<file path="config.mk">
export PLATFORM = sky130hd
export DESIGN_NAME = core_alu_branch_exec
export DESIGN_NICKNAME = d
export VERILOG_FILES = /design/src/design/cx_pkg.sv /design/src/design/regfile_if.sv /design/src/design/regfile_mem.sv /design/src/design/core_alu_branch_exec.sv
export VERILOG_INCLUDE_DIRS = /design/src /design/src/design
export SDC_FILE = /design/constraint.sdc
export NUM_CORES = 1
export LEC_CHECK = 0
export BUFFER_PORTS_ARGS = -buffer_cell sky130_fd_sc_hd__buf_2
export CORE_ASPECT_RATIO = 0.8
export CORE_MARGIN = 3
export CORE_UTILIZATION = 55
export CTS_CLUSTER_SIZE = 24
export DETAILED_ROUTE_END_ITERATION = 10
export GPL_ROUTABILITY_DRIVEN = 0
export PLACE_DENSITY = 0.72
export SLEW_MARGIN = 20
export SYNTH_ARGS = -nofsm -noshare
export SYNTH_HDL_FRONTEND = slang
export SYNTH_HIERARCHICAL = 1
export SYNTH_SLANG_ARGS = --single-unit
</file>
<file path="constraint.sdc">
create_clock -name aclk -period 8.2 [get_ports aclk]
set_input_delay 0 -clock aclk [delete_from_list [all_inputs] [get_ports aclk]]
set_output_delay 0 -clock aclk [all_outputs]
set_load 0.005 [all_outputs]
</file>
<file path="src/design/cx_params.svh">
// cx_params.svh: offsets, field positions, reset values and cycle counts
// assumes inclusion by the execution core and its testbench; definitions only
`ifndef CX_PARAMS_SVH
`define CX_PARAMS_SVH
// register byte offsets
`define OFS_INSN 8'h00
`define OFS_AUX 8'h04
`define OFS_STATUS 8'h08
`define OFS_PC 8'h0c
`define OFS_REGSEL 8'h10
`define OFS_REGDATA 8'h14
`define OFS_INFO 8'h18
// instruction and auxiliary fields, status busy bit
`define INSN_OP 5:0
`define INSN_RD 10:6
`define INSN_RR 15:11
`define INSN_K 23:16
`define AUX_K 11:0
`define AUX_BIT 14:12
`define AUX_TWO 15
`define AUX_IO 23:16
`define STS_BUSY 8
// status flag positions
`define FLG_C 0
`define FLG_Z 1
`define FLG_N 2
`define FLG_V 3
`define FLG_S 4
`define FLG_H 5
`define FLG_I 7
// Z pointer register pair
`define Z_LO 5'h1e
`define Z_HI 5'h1f
// reset values
`define STATUS_REGISTER_RST 8'h00
`define PC_RST 16'h0000
`define WORD_RST 32'h00000000
`define REGSEL_RST 5'h00
// execution cycle counts
`define CYC_ONE 4'h1
`define CYC_WORD 4'h2
`define CYC_JUMP 4'h2
`define CYC_CALL 4'h3
`define CYC_RET 4'h4
`define CYC_SKIP_ONE 4'h2
`define CYC_SKIP_TWO 4'h3
`define CYC_BR_TAKEN 4'h2
// bus responses
`define RESP_OKAY 2'b00
`define RESP_SLVERR 2'b10
`endif

</file>
<file path="src/design/cx_pkg.sv">
// cx_pkg: operation and state types of the execution core
// assumes nothing beyond a SystemVerilog compiler
`default_nettype none
package cx_pkg;
	typedef enum logic [5:0] {
		op_add, op_add_carry, op_word_add_immediate, op_sub, op_subtract_immediate,
		op_subtract_with_borrow, op_subtract_immediate_with_borrow,
		op_word_subtract_immediate, op_and, op_and_immediate, op_or, op_or_immediate,
		op_exclusive_or, op_ones_complement, op_twos_complement, op_bit_set_op,
		op_bit_clear_op, op_inc, op_dec, op_test_zero_minus, op_clear_register_op,
		op_set_register_op, op_relative_jump, op_indirect_jump, op_relative_call,
		op_indirect_call, op_subroutine_return, op_interrupt_return,
		op_compare_skip_equal, op_compare, op_compare_with_carry, op_compare_immediate,
		op_skip_reg_bit_clear, op_skip_reg_bit_set, op_skip_io_bit_clear,
		op_skip_io_bit_set, op_branch_status_bit_set, op_branch_status_bit_clear
	} op_e;
	typedef enum logic [2:0] {
		st_idle = 3'b001,
		st_fetch = 3'b010,
		st_exec = 3'b100
	} state_e;
endpackage
`default_nettype wire

</file>
<file path="src/design/regfile_if.sv">
// regfile_if: ports between the execution core and the register file
// assumes both ends run on the same clock
`default_nettype none
interface regfile_if;
	logic [4:0] raddr_a;
	logic [4:0] raddr_b;
	logic [4:0] waddr;
	logic [7:0] rdata_a;
	logic [7:0] rdata_b;
	logic [7:0] wdata;
	logic we;
	modport core (output raddr_a, raddr_b, waddr, wdata, we, input rdata_a, rdata_b);
	modport mem (input raddr_a, raddr_b, waddr, wdata, we, output rdata_a, rdata_b);
endinterface
`default_nettype wire

</file>
<file path="src/design/regfile_mem.sv">
// regfile_mem: general register file, two registered reads, one write
// assumes the core holds read addresses stable; contents are not reset
`default_nettype none
module regfile_mem #(
	parameter int DEPTH = 32
) (
	input wire logic aclk,
	regfile_if.mem rf
);
	logic [7:0] cells [DEPTH];

	always_ff @(posedge aclk) begin
		if (rf.we) begin
			cells[rf.waddr] <= rf.wdata;
		end
	end

	always_ff @(posedge aclk) begin
		rf.rdata_a <= cells[rf.raddr_a];
		rf.rdata_b <= cells[rf.raddr_b];
	end
endmodule // regfile_mem
`default_nettype wire

</file>
<file path="src/design/core_alu_branch_exec.sv">
// core_alu_branch_exec: runs one alu, compare, skip, jump, call or return op
// assumes one 100 MHz aclk, synchronous active-low aresetn, AXI4-Lite slave
//
// Local design decisions: the address map and register access over AXI4-Lite.
`include "cx_params.svh"
`default_nettype none
module core_alu_branch_exec #(
	parameter int PC_W = 10,
	parameter int STACK_DEPTH = 8
) (
	input wire logic aclk,
	input wire logic aresetn,
	input wire logic [7:0] awaddr,
	input wire logic awvalid,
	output logic awready,
	input wire logic [31:0] wdata,
	input wire logic [3:0] wstrb,
	input wire logic wvalid,
	output logic wready,
	output logic [1:0] bresp,
	output logic bvalid,
	input wire logic bready,
	input wire logic [7:0] araddr,
	input wire logic arvalid,
	output logic arready,
	output logic [31:0] rdata,
	output logic [1:0] rresp,
	output logic rvalid,
	input wire logic rready,
	output logic busy,
	output logic done
);
	regfile_if rf ();
	regfile_mem #(.DEPTH(32)) mem (.aclk(aclk), .rf(rf));

	cx_pkg::state_e state, next_state;
	cx_pkg::op_e op_q;
	logic [3:0] cnt, total, total_q, cyc_last;
	logic [31:0] insn_q, aux_q, wdata_q, rd_mux;
	logic [7:0] awaddr_q, status_register, next_status_register, a, src, k8, io_byte;
	logic [3:0] wstrb_q;
	logic [4:0] regsel, rd_q, rr_q;
	logic [PC_W-1:0] pc, npc;
	logic [PC_W-1:0] stack [STACK_DEPTH];
	logic [$clog2(STACK_DEPTH)-1:0] sp;
	logic [15:0] res, res_q, pair;
	logic [8:0] sum9, dif9, neg9;
	logic [11:0] k12;
	logic [2:0] bsel;
	logic cin, wr_res, push, pop, skip, logic_fl, lv, two_word, first, fin, do_write;
	logic w_insn, w_aux, w_sts, w_pc, w_regsel, w_regdata;

	function automatic logic [31:0] lanes(input logic [31:0] old, input logic [31:0] nw,
			input logic [3:0] strb);
		logic [31:0] m;
		m = old;
		for (int i = 0; i < 4; i++) begin
			if (strb[i]) m[8*i +: 8] = nw[8*i +: 8];
		end
		return m;
	endfunction

	function automatic logic mapped(input logic [7:0] ad);
		return ad inside {`OFS_INSN, `OFS_AUX, `OFS_STATUS, `OFS_PC, `OFS_REGSEL,
			`OFS_REGDATA, `OFS_INFO};
	endfunction

	function automatic logic is_word(input cx_pkg::op_e o);
		return o inside {cx_pkg::op_word_add_immediate, cx_pkg::op_word_subtract_immediate};
	endfunction

	function automatic logic [3:0] add_hvnc(input logic [7:0] x, input logic [7:0] y,
			input logic [7:0] r, input logic co);
		return {x[3] & y[3] | y[3] & ~r[3] | ~r[3] & x[3],
			x[7] & y[7] & ~r[7] | ~x[7] & ~y[7] & r[7], r[7], co};
	endfunction

	function automatic logic [3:0] sub_hvnc(input logic [7:0] x, input logic [7:0] y,
			input logic [7:0] r, input logic bo);
		return {~x[3] & y[3] | y[3] & r[3] | r[3] & ~x[3],
			x[7] & ~y[7] & ~r[7] | ~x[7] & y[7] & r[7], r[7], bo};
	endfunction

	// field views
	assign op_q = cx_pkg::op_e'(insn_q[`INSN_OP]);
	assign rd_q = insn_q[`INSN_RD];
	assign rr_q = insn_q[`INSN_RR];
	assign k8 = insn_q[`INSN_K];
	assign k12 = aux_q[`AUX_K];
	assign bsel = aux_q[`AUX_BIT];
	assign two_word = aux_q[`AUX_TWO];
	assign io_byte = aux_q[`AUX_IO];

	// AXI4-Lite write channel: address and data in either order
	assign do_write = !awready && !wready && !bvalid;
	assign w_insn = do_write && awaddr_q == `OFS_INSN && state == cx_pkg::st_idle;
	assign w_aux = do_write && awaddr_q == `OFS_AUX && state == cx_pkg::st_idle;
	assign w_sts = do_write && awaddr_q == `OFS_STATUS && state == cx_pkg::st_idle;
	assign w_pc = do_write && awaddr_q == `OFS_PC && state == cx_pkg::st_idle;
	assign w_regsel = do_write && awaddr_q == `OFS_REGSEL;
	assign w_regdata = do_write && awaddr_q == `OFS_REGDATA && state == cx_pkg::st_idle;

	always_ff @(posedge aclk) begin
		if (!aresetn) begin
			awready <= 1'b1;
			wready <= 1'b1;
			bvalid <= 1'b0;
			bresp <= `RESP_OKAY;
			awaddr_q <= 8'h00;
			wdata_q <= `WORD_RST;
			wstrb_q <= 4'h0;
		end else begin
			if (awvalid && awready) begin
				awaddr_q <= awaddr;
				awready <= 1'b0;
			end
			if (wvalid && wready) begin
				wdata_q <= wdata;
				wstrb_q <= wstrb;
				wready <= 1'b0;
			end
			if (do_write) begin
				bvalid <= 1'b1;
				bresp <= mapped(awaddr_q) ? `RESP_OKAY : `RESP_SLVERR;
			end
			if (bvalid && bready) begin
				bvalid <= 1'b0;
				awready <= 1'b1;
				wready <= 1'b1;
			end
		end
	end

	// AXI4-Lite read channel
	always_comb begin
		case (araddr)
			`OFS_INSN: rd_mux = insn_q;
			`OFS_AUX: rd_mux = aux_q;
			`OFS_STATUS: rd_mux = {23'h000000, busy, status_register};
			`OFS_PC: rd_mux = 32'(pc);
			`OFS_REGSEL: rd_mux = {27'h0000000, regsel};
			`OFS_REGDATA: rd_mux = {24'h000000, rf.rdata_a};
			`OFS_INFO: rd_mux = {24'h000000, 4'(sp), cyc_last};
			default: rd_mux = `WORD_RST;
		endcase
	end

	always_ff @(posedge aclk) begin
		if (!aresetn) begin
			arready <= 1'b1;
			rvalid <= 1'b0;
			rdata <= `WORD_RST;
			rresp <= `RESP_OKAY;
		end else if (arvalid && arready) begin
			arready <= 1'b0;
			rvalid <= 1'b1;
			rdata <= rd_mux;
			rresp <= mapped(araddr) ? `RESP_OKAY : `RESP_SLVERR;
		end else if (rvalid && rready) begin
			rvalid <= 1'b0;
			arready <= 1'b1;
		end
	end

	// software-visible control words
	always_ff @(posedge aclk) begin
		if (!aresetn) begin
			insn_q <= `WORD_RST;
			aux_q <= `WORD_RST;
			regsel <= `REGSEL_RST;
		end else begin
			if (w_insn) insn_q <= lanes(insn_q, wdata_q, wstrb_q);
			if (w_aux) aux_q <= lanes(aux_q, wdata_q, wstrb_q);
			if (w_regsel && wstrb_q[0]) regsel <= wdata_q[4:0];
		end
	end

	// sequencing: idle, operand fetch, execute for the instruction's cycles
	assign first = state == cx_pkg::st_exec && cnt == 4'h1;
	assign fin = state == cx_pkg::st_exec && (first ? total == `CYC_ONE : cnt == total_q);

	always_comb begin
		case (state)
			cx_pkg::st_idle: next_state = w_insn ? cx_pkg::st_fetch : cx_pkg::st_idle;
			cx_pkg::st_fetch: next_state = cx_pkg::st_exec;
			cx_pkg::st_exec: next_state = fin ? cx_pkg::st_idle : cx_pkg::st_exec;
			default: next_state = cx_pkg::st_idle;
		endcase
	end

	always_ff @(posedge aclk) begin
		if (!aresetn) begin
			state <= cx_pkg::st_idle;
			cnt <= 4'h0;
			total_q <= `CYC_ONE;
			cyc_last <= 4'h0;
			busy <= 1'b0;
			done <= 1'b0;
			res_q <= 16'h0000;
		end else begin
			state <= next_state;
			busy <= next_state != cx_pkg::st_idle;
			done <= fin;
			cnt <= (state == cx_pkg::st_exec) ? cnt + 4'h1 : 4'h1;
			if (first) begin
				total_q <= total;
				res_q <= res;
			end
			if (fin) cyc_last <= cnt;
		end
	end

	// operand addresses: pair for word ops, Z for indirect ops
	always_comb begin
		rf.raddr_a = rd_q;
		rf.raddr_b = rr_q;
		if (state == cx_pkg::st_idle) begin
			rf.raddr_a = regsel;
		end else if (is_word(op_q)) begin
			rf.raddr_b = rd_q + 5'h01;
		end else if (op_q inside {cx_pkg::op_indirect_jump, cx_pkg::op_indirect_call}) begin
			rf.raddr_a = `Z_LO;
			rf.raddr_b = `Z_HI;
		end
	end

	// result, flags, next pc and cycle count, valid in the first exec cycle
	always_comb begin
		a = rf.rdata_a;
		src = (op_q inside {cx_pkg::op_subtract_immediate, cx_pkg::op_compare_immediate,
			cx_pkg::op_subtract_immediate_with_borrow, cx_pkg::op_and_immediate,
			cx_pkg::op_or_immediate, cx_pkg::op_bit_set_op}) ? k8 : rf.rdata_b;
		cin = status_register[`FLG_C] & (op_q inside {cx_pkg::op_add_carry, cx_pkg::op_compare_with_carry,
			cx_pkg::op_subtract_with_borrow, cx_pkg::op_subtract_immediate_with_borrow});
		sum9 = {1'b0, a} + {1'b0, src} + {8'h00, cin};
		dif9 = {1'b0, a} - {1'b0, src} - {8'h00, cin};
		neg9 = 9'h000 - {1'b0, a};
		pair = {rf.rdata_b, a};
		next_status_register = status_register;
		res = 16'h0000;
		wr_res = 1'b0;
		logic_fl = 1'b0;
		lv = 1'b0;
		skip = 1'b0;
		push = 1'b0;
		pop = 1'b0;
		npc = pc + 1'b1;
		total = `CYC_ONE;
		case (op_q)
			cx_pkg::op_add, cx_pkg::op_add_carry: begin
				res = {8'h00, sum9[7:0]};
				wr_res = 1'b1;
				{next_status_register[`FLG_H], next_status_register[`FLG_V], next_status_register[`FLG_N], next_status_register[`FLG_C]} =
					add_hvnc(a, src, sum9[7:0], sum9[8]);
				next_status_register[`FLG_Z] = sum9[7:0] == 8'h00;
			end
			cx_pkg::op_sub, cx_pkg::op_subtract_immediate, cx_pkg::op_subtract_with_borrow,
			cx_pkg::op_subtract_immediate_with_borrow, cx_pkg::op_compare,
			cx_pkg::op_compare_with_carry, cx_pkg::op_compare_immediate: begin
				res = {8'h00, dif9[7:0]};
				wr_res = !(op_q inside {cx_pkg::op_compare, cx_pkg::op_compare_with_carry,
					cx_pkg::op_compare_immediate});
				{next_status_register[`FLG_H], next_status_register[`FLG_V], next_status_register[`FLG_N], next_status_register[`FLG_C]} =
					sub_hvnc(a, src, dif9[7:0], dif9[8]);
				next_status_register[`FLG_Z] = dif9[7:0] == 8'h00 &&
					(status_register[`FLG_Z] || !(op_q inside {cx_pkg::op_subtract_with_borrow,
					cx_pkg::op_subtract_immediate_with_borrow, cx_pkg::op_compare_with_carry}));
			end
			cx_pkg::op_twos_complement: begin
				res = {8'h00, neg9[7:0]};
				wr_res = 1'b1;
				{next_status_register[`FLG_H], next_status_register[`FLG_V], next_status_register[`FLG_N], next_status_register[`FLG_C]} =
					sub_hvnc(8'h00, a, neg9[7:0], neg9[8]);
				next_status_register[`FLG_Z] = neg9[7:0] == 8'h00;
			end
			cx_pkg::op_word_add_immediate, cx_pkg::op_word_subtract_immediate: begin
				res = (op_q == cx_pkg::op_word_add_immediate) ? pair + {10'h000, k8[5:0]} :
					pair - {10'h000, k8[5:0]};
				wr_res = 1'b1;
				total = `CYC_WORD;
				next_status_register[`FLG_N] = res[15];
				next_status_register[`FLG_Z] = res == 16'h0000;
				next_status_register[`FLG_V] = (op_q == cx_pkg::op_word_add_immediate) ?
					~pair[15] & res[15] : pair[15] & ~res[15];
				next_status_register[`FLG_C] = (op_q == cx_pkg::op_word_add_immediate) ?
					pair[15] & ~res[15] : res[15] & ~pair[15];
				next_status_register[`FLG_S] = res[15] ^ next_status_register[`FLG_V];
			end
			cx_pkg::op_and, cx_pkg::op_and_immediate, cx_pkg::op_test_zero_minus: begin
				res = {8'h00, a & src};
				if (op_q == cx_pkg::op_test_zero_minus) res = {8'h00, a & a};
				wr_res = 1'b1;
				logic_fl = 1'b1;
			end
			cx_pkg::op_or, cx_pkg::op_or_immediate, cx_pkg::op_bit_set_op: begin
				res = {8'h00, a | src};
				wr_res = 1'b1;
				logic_fl = 1'b1;
			end
			cx_pkg::op_exclusive_or, cx_pkg::op_clear_register_op: begin
				res = {8'h00, a ^ src};
				if (op_q == cx_pkg::op_clear_register_op) res = {8'h00, a ^ a};
				wr_res = 1'b1;
				logic_fl = 1'b1;
			end
			cx_pkg::op_bit_clear_op: begin
				res = {8'h00, a & ~k8};
				wr_res = 1'b1;
				logic_fl = 1'b1;
			end
			cx_pkg::op_ones_complement: begin
				res = {8'h00, ~a};
				wr_res = 1'b1;
				logic_fl = 1'b1;
				next_status_register[`FLG_C] = 1'b1;
			end
			cx_pkg::op_inc, cx_pkg::op_dec: begin
				res = {8'h00, (op_q == cx_pkg::op_inc) ? a + 8'h01 : a - 8'h01};
				wr_res = 1'b1;
				logic_fl = 1'b1;
				lv = (op_q == cx_pkg::op_inc) ? a == 8'h7f : a == 8'h80;
			end
			cx_pkg::op_set_register_op: begin
				res = 16'h00ff;
				wr_res = 1'b1;
			end
			cx_pkg::op_relative_jump: begin
				npc = pc + k12[PC_W-1:0] + 1'b1;
				total = `CYC_JUMP;
			end
			cx_pkg::op_indirect_jump: begin
				npc = pair[PC_W-1:0];
				total = `CYC_JUMP;
			end
			cx_pkg::op_relative_call, cx_pkg::op_indirect_call: begin
				npc = (op_q == cx_pkg::op_relative_call) ? pc + k12[PC_W-1:0] + 1'b1 :
					pair[PC_W-1:0];
				push = 1'b1;
				total = `CYC_CALL;
			end
			cx_pkg::op_subroutine_return, cx_pkg::op_interrupt_return: begin
				npc = stack[sp - 1'b1];
				pop = 1'b1;
				total = `CYC_RET;
				if (op_q == cx_pkg::op_interrupt_return) next_status_register[`FLG_I] = 1'b1;
			end
			cx_pkg::op_compare_skip_equal: skip = a == rf.rdata_b;
			cx_pkg::op_skip_reg_bit_clear: skip = !a[bsel];
			cx_pkg::op_skip_reg_bit_set: skip = a[bsel];
			cx_pkg::op_skip_io_bit_clear: skip = !io_byte[bsel];
			cx_pkg::op_skip_io_bit_set: skip = io_byte[bsel];
			cx_pkg::op_branch_status_bit_set, cx_pkg::op_branch_status_bit_clear: begin
				if (status_register[bsel] == (op_q == cx_pkg::op_branch_status_bit_set)) begin
					npc = pc + k12[PC_W-1:0] + 1'b1;
					total = `CYC_BR_TAKEN;
				end
			end
			default: ;
		endcase
		if (logic_fl) begin
			next_status_register[`FLG_Z] = res[7:0] == 8'h00;
			next_status_register[`FLG_N] = res[7];
			next_status_register[`FLG_V] = lv;
		end
		if (skip) begin
			npc = pc + (two_word ? 2'h3 : 2'h2);
			total = two_word ? `CYC_SKIP_TWO : `CYC_SKIP_ONE;
		end
	end

	// register file write: low byte on the first exec cycle, high byte next
	always_comb begin
		rf.we = 1'b0;
		rf.waddr = rd_q;
		rf.wdata = res[7:0];
		if (first && wr_res) begin
			rf.we = 1'b1;
		end else if (state == cx_pkg::st_exec && cnt == 4'h2 && is_word(op_q)) begin
			rf.we = 1'b1;
			rf.waddr = rd_q + 5'h01;
			rf.wdata = res_q[15:8];
		end else if (w_regdata && wstrb_q[0]) begin
			rf.we = 1'b1;
			rf.waddr = regsel;
			rf.wdata = wdata_q[7:0];
		end
	end

	always_ff @(posedge aclk) begin
		if (!aresetn) begin
			status_register <= `STATUS_REGISTER_RST;
		end else if (first) begin
			status_register <= next_status_register;
		end else if (w_sts && wstrb_q[0]) begin
			status_register <= wdata_q[7:0];
		end
	end

	always_ff @(posedge aclk) begin
		if (!aresetn) begin
			pc <= PC_W'(`PC_RST);
		end else if (first) begin
			pc <= npc;
		end else if (w_pc) begin
			pc <= PC_W'(lanes(32'(pc), wdata_q, wstrb_q));
		end
	end

	// return stack, wraps when over- or under-used
	always_ff @(posedge aclk) begin
		if (!aresetn) begin
			sp <= '0;
		end else if (first && push) begin
			stack[sp] <= pc + 1'b1;
			sp <= sp + 1'b1;
		end else if (first && pop) begin
			sp <= sp - 1'b1;
		end
	end
endmodule // core_alu_branch_exec
`default_nettype wire

</file>
==> summary.txt <==
Logic synthesis
  • Ys flop type: edfxtp_1
  • Post-synthesis instance area: about 29,000 µm²
  • Ys async rst share: 0
  • Seq/Total Area, Yosys: 0.495
  • Syn Area/Cell: about 12 µm²
  • Synthesized flop and latch total: ~550
  • Synth cell types: 82
  • Ys Warns: 6
  • Mapped Cells: 2,439
  • Post-synth EDFFs: 336

Critical path
  • Req. time, crit path: 8.48 ns
  • Reg2Reg Capture Point: mem/cells[8][7]
  • Worst-path fanout max: 32
  • Kind of launch point of the worst setup path: flop
  • Reg-to-Reg Start: insn_q[1]
  • Flop-to-flop setup slack: between 1.5 and 2 ns
  • CP endpoint kind: flop
  • CP Data Arrival Time: ~6.6 ns
  • WS Path Type: reg -> reg
  • Reg2Reg Depth: 16

Floorplan
  • Die W: 263 µm
  • Die height: around 210 µm
  • Die area: about 55,000 µm²
  • Starting density of the core: 0.562
  • # IOs: 102
  • Core Box Area: about 52,000 µm²
  • Row cnt: 74

Routing
  • Met3 WL: 12.8 mm
  • Final WL: 89.0 mm
  • Wire length on met1: 34.5 mm
  • Met2 routed WL: roughly 38 mm
  • DRT Pass-1 Iters: 8
  • Top sig layer: met5
  • Vias per Instance: around 7
  • DRC violations left: 0
  • DRT iter0 DRCs: around 3,300
  • WL/cell: 27.2 µm
  • Via Count: between 20,000 and 25,000
  • Post-route ant nets: 0

Global route
  • Initial antenna violation count: 3
  • Total track usage: 0.313
  • First-pass GRT wire length: 133 mm
  • Total grt overflow: 0
  • Largest net degree at the start of global routing: roughly 110
  • Vias in the first global route: 21,742

Job
  • Max Cap Viol: 0

Layout
  • Area delta synth->final: 12.7%
  • Sequential cell area: 14,400 µm²
  • Multi-input logic area: 13,800 µm²
  • Filler instances: roughly 3,700
  • Final nets: 2,691
  • Layout cell share with drive strength beyond 1: 0.193
  • Commonest cells after routing, fill and taps aside: edfxtp_1, nor2_1, nand2_1, dfxtp_1, mux4_2
  • Most common cell after layout, fill and taps aside: edfxtp_1
  • Post-route insts no fill: between 3,000 and 4,000
  • Post-route design area: roughly 33,000 µm²

CTS
  • Cts hold-fix bufs: between 70 and 80
  • CTS clk-pin slew, worst paths: 0.06 ns
  • Deepest clock path buffer count: 3
  • Total CTS buffers: 53
  • Root Driver: clkbuf_16
  • Resized Gates After CTS: 0
  • H-tree depth: 2
  • CTS tree: built
  • Total clock sinks: 549
  • Clk Latency, worst-skew pair: between 0.6 and 0.7 ns
  • Setup repair bufs after CTS: 0

STA
  • Final-report max-slew violation count: 0
  • Setup tns final: 0 ns
  • Max Clk Rate: 0.158 GHz
  • Min cycle time layout: 6.33 ns
  • Clock Skew: 0.0360 ns
  • Rel. slew slack: 0.203
  • Final Setup Violations: 0
  • Final worst slack: 1.87 ns
  • Hold Fails Final Rpt: 0
  • Tcrit/Tclk final: 0.772
  • Worst slew pin tran: 1.19 ns
  • Unrepaired setup endpoints after global routing: false

Worst hold path
  • Worst hold path type: in -> reg
  • Hold depth: 3
  • Sink of the worst hold path: rdata[0]
  • Hold_sp: araddr[4]

Placement
  • IO Port Bufs: 99
  • Place WS: 1.99 ns
  • Placed insts: 3,106
  • Placed inst area: 30,100 µm²
  • Detailed Place HPWL: between 50 and 60 mm

Pwr
  • Worst vdd rail ir drop: ~0.00017 V
  • Pwr Total: 0.00599 W
  • Pwr dens: 183 nW/µm²
  • Leak pwr: 11.4 nW

Status
  • Status: finished clean
## cells by family (layout without fill, tap and decap cells)
logic type,Yosys count,after routing,synth area share
AOI/OAI and AO/OA,429,429,0.0941
xor gates and xnor gates,82,82,0.0248
adders and majority gates,84,84,0.0384
buffers and inverters,232,383,0.0336
DFF,549,549,0.495
muxes,317,317,0.195
other,1,5,0.000129
and+or+nand+nor,745,745,0.119
## Yosys cell counts, drive strengths merged (6+ instances only)
library cell	number	area share
ha	76	0.033
nor3b	7	0.0018
a21oi	178	0.031
nor2b	18	0.0039
or2	7	0.0015
o21ai	56	0.0097
nor4b	8	0.0029
and2	7	0.0015
clkbuf	97	0.013
nand2	216	0.028
a22oi	16	0.0041
o31ai	7	0.0018
o211ai	32	0.0083
mux4	193	0.15
mux2i	89	0.031
mux2	35	0.014
nand2b	16	0.0035
nor4	22	0.0048
nand4	10	0.0022
xor2	28	0.0085
edfxtp	336	0.35
a211oi	11	0.0029
fa	8	0.0055
a21o	12	0.0031
and3	8	0.0017
buf	59	0.011
inv	75	0.0097
o22ai	12	0.0026
a221oi	17	0.0051
xnor2	54	0.016
nand3	83	0.014
or3	12	0.0026
nor2	254	0.033
dfxtp	213	0.15
o21bai	8	0.0021
nand3b	12	0.0031
nor3	42	0.0073
a31oi	19	0.0041
a311oi	10	0.0030
o22a	6	0.0018
## worst max-delay path, stage by stage, from the launching register on
cell	delay (ns)
dfxtp_1	0.96
nand2_1	0.24
a2111oi_4	0.57
or2_1	0.63
mux2i_1	0.47
inv_1	0.15
ha_1	0.35
inv_1	0.08
ha_1	0.36
nor3_1	0.07
a211oi_1	0.53
nor3b_1	0.14
a311oi_1	0.63
o22a_1	0.24
nand4_1	0.15
nor2_1	0.22
a21oi_4	0.16
## through the flow
stage	hold slack, ns	util
global route	0.0886	0.633
finish	0.0756	0.633
CTS	0.0439	0.632
global placement	0.210	0.583
floorplan	0.100	-
detailed placement	0.216	0.583
## flip-flops by register name, indices dropped and copies added, names as in the netlist, 8 cells and up
signal and count:
mem/rf.rdata_a 8, mem/rf.rdata_b 8, res_q 8, mem/cells 256
awaddr_q 8, wdata_q 32, aux_q 32, rdata 32
insn_q 32, status_register 8, pc 10, stack 80
## worst max-delay path by stage
stage,cells past startpoint,startpoint,to
CTS,16,insn_q[1],mem/cells[8][7]
finish,16,insn_q[1],mem/cells[8][7]
detailed placement,16,insn_q[1],mem/cells[8][7]
floorplan,17,insn_q[2],mem/cells[0][6]
global placement,15,insn_q[1],mem/cells[22][6]
global route,18,insn_q[1],status_register[1]
## final cells by class
class,instances,share of cell area
tap,684,0.0262
multi-input combinational,1659,0.424
clock buffer,63,0.0421
clock inverter,35,0.0129
timing repair buffer,209,0.0463
inverter,76,0.00881
antenna,3,0.000230
sequential,549,0.440
## power breakdown
part           leakage [nW]  internal, W  switching, W
sequential             4.76      0.00298     0.0000297
combinational          5.79     0.000165      0.000285
clock                 0.868      0.00143       0.00110
total                  11.4      0.00457       0.00142
## metal layers
metal | vias up | track usage
li1 | 9470 | -
met4 | 4 | 0.116
met2 | 1698 | 0.450
met5 | - | 0
met3 | 307 | 0.102
met1 | 10940 | 0.447
Power figures use the tool's default switching activity.
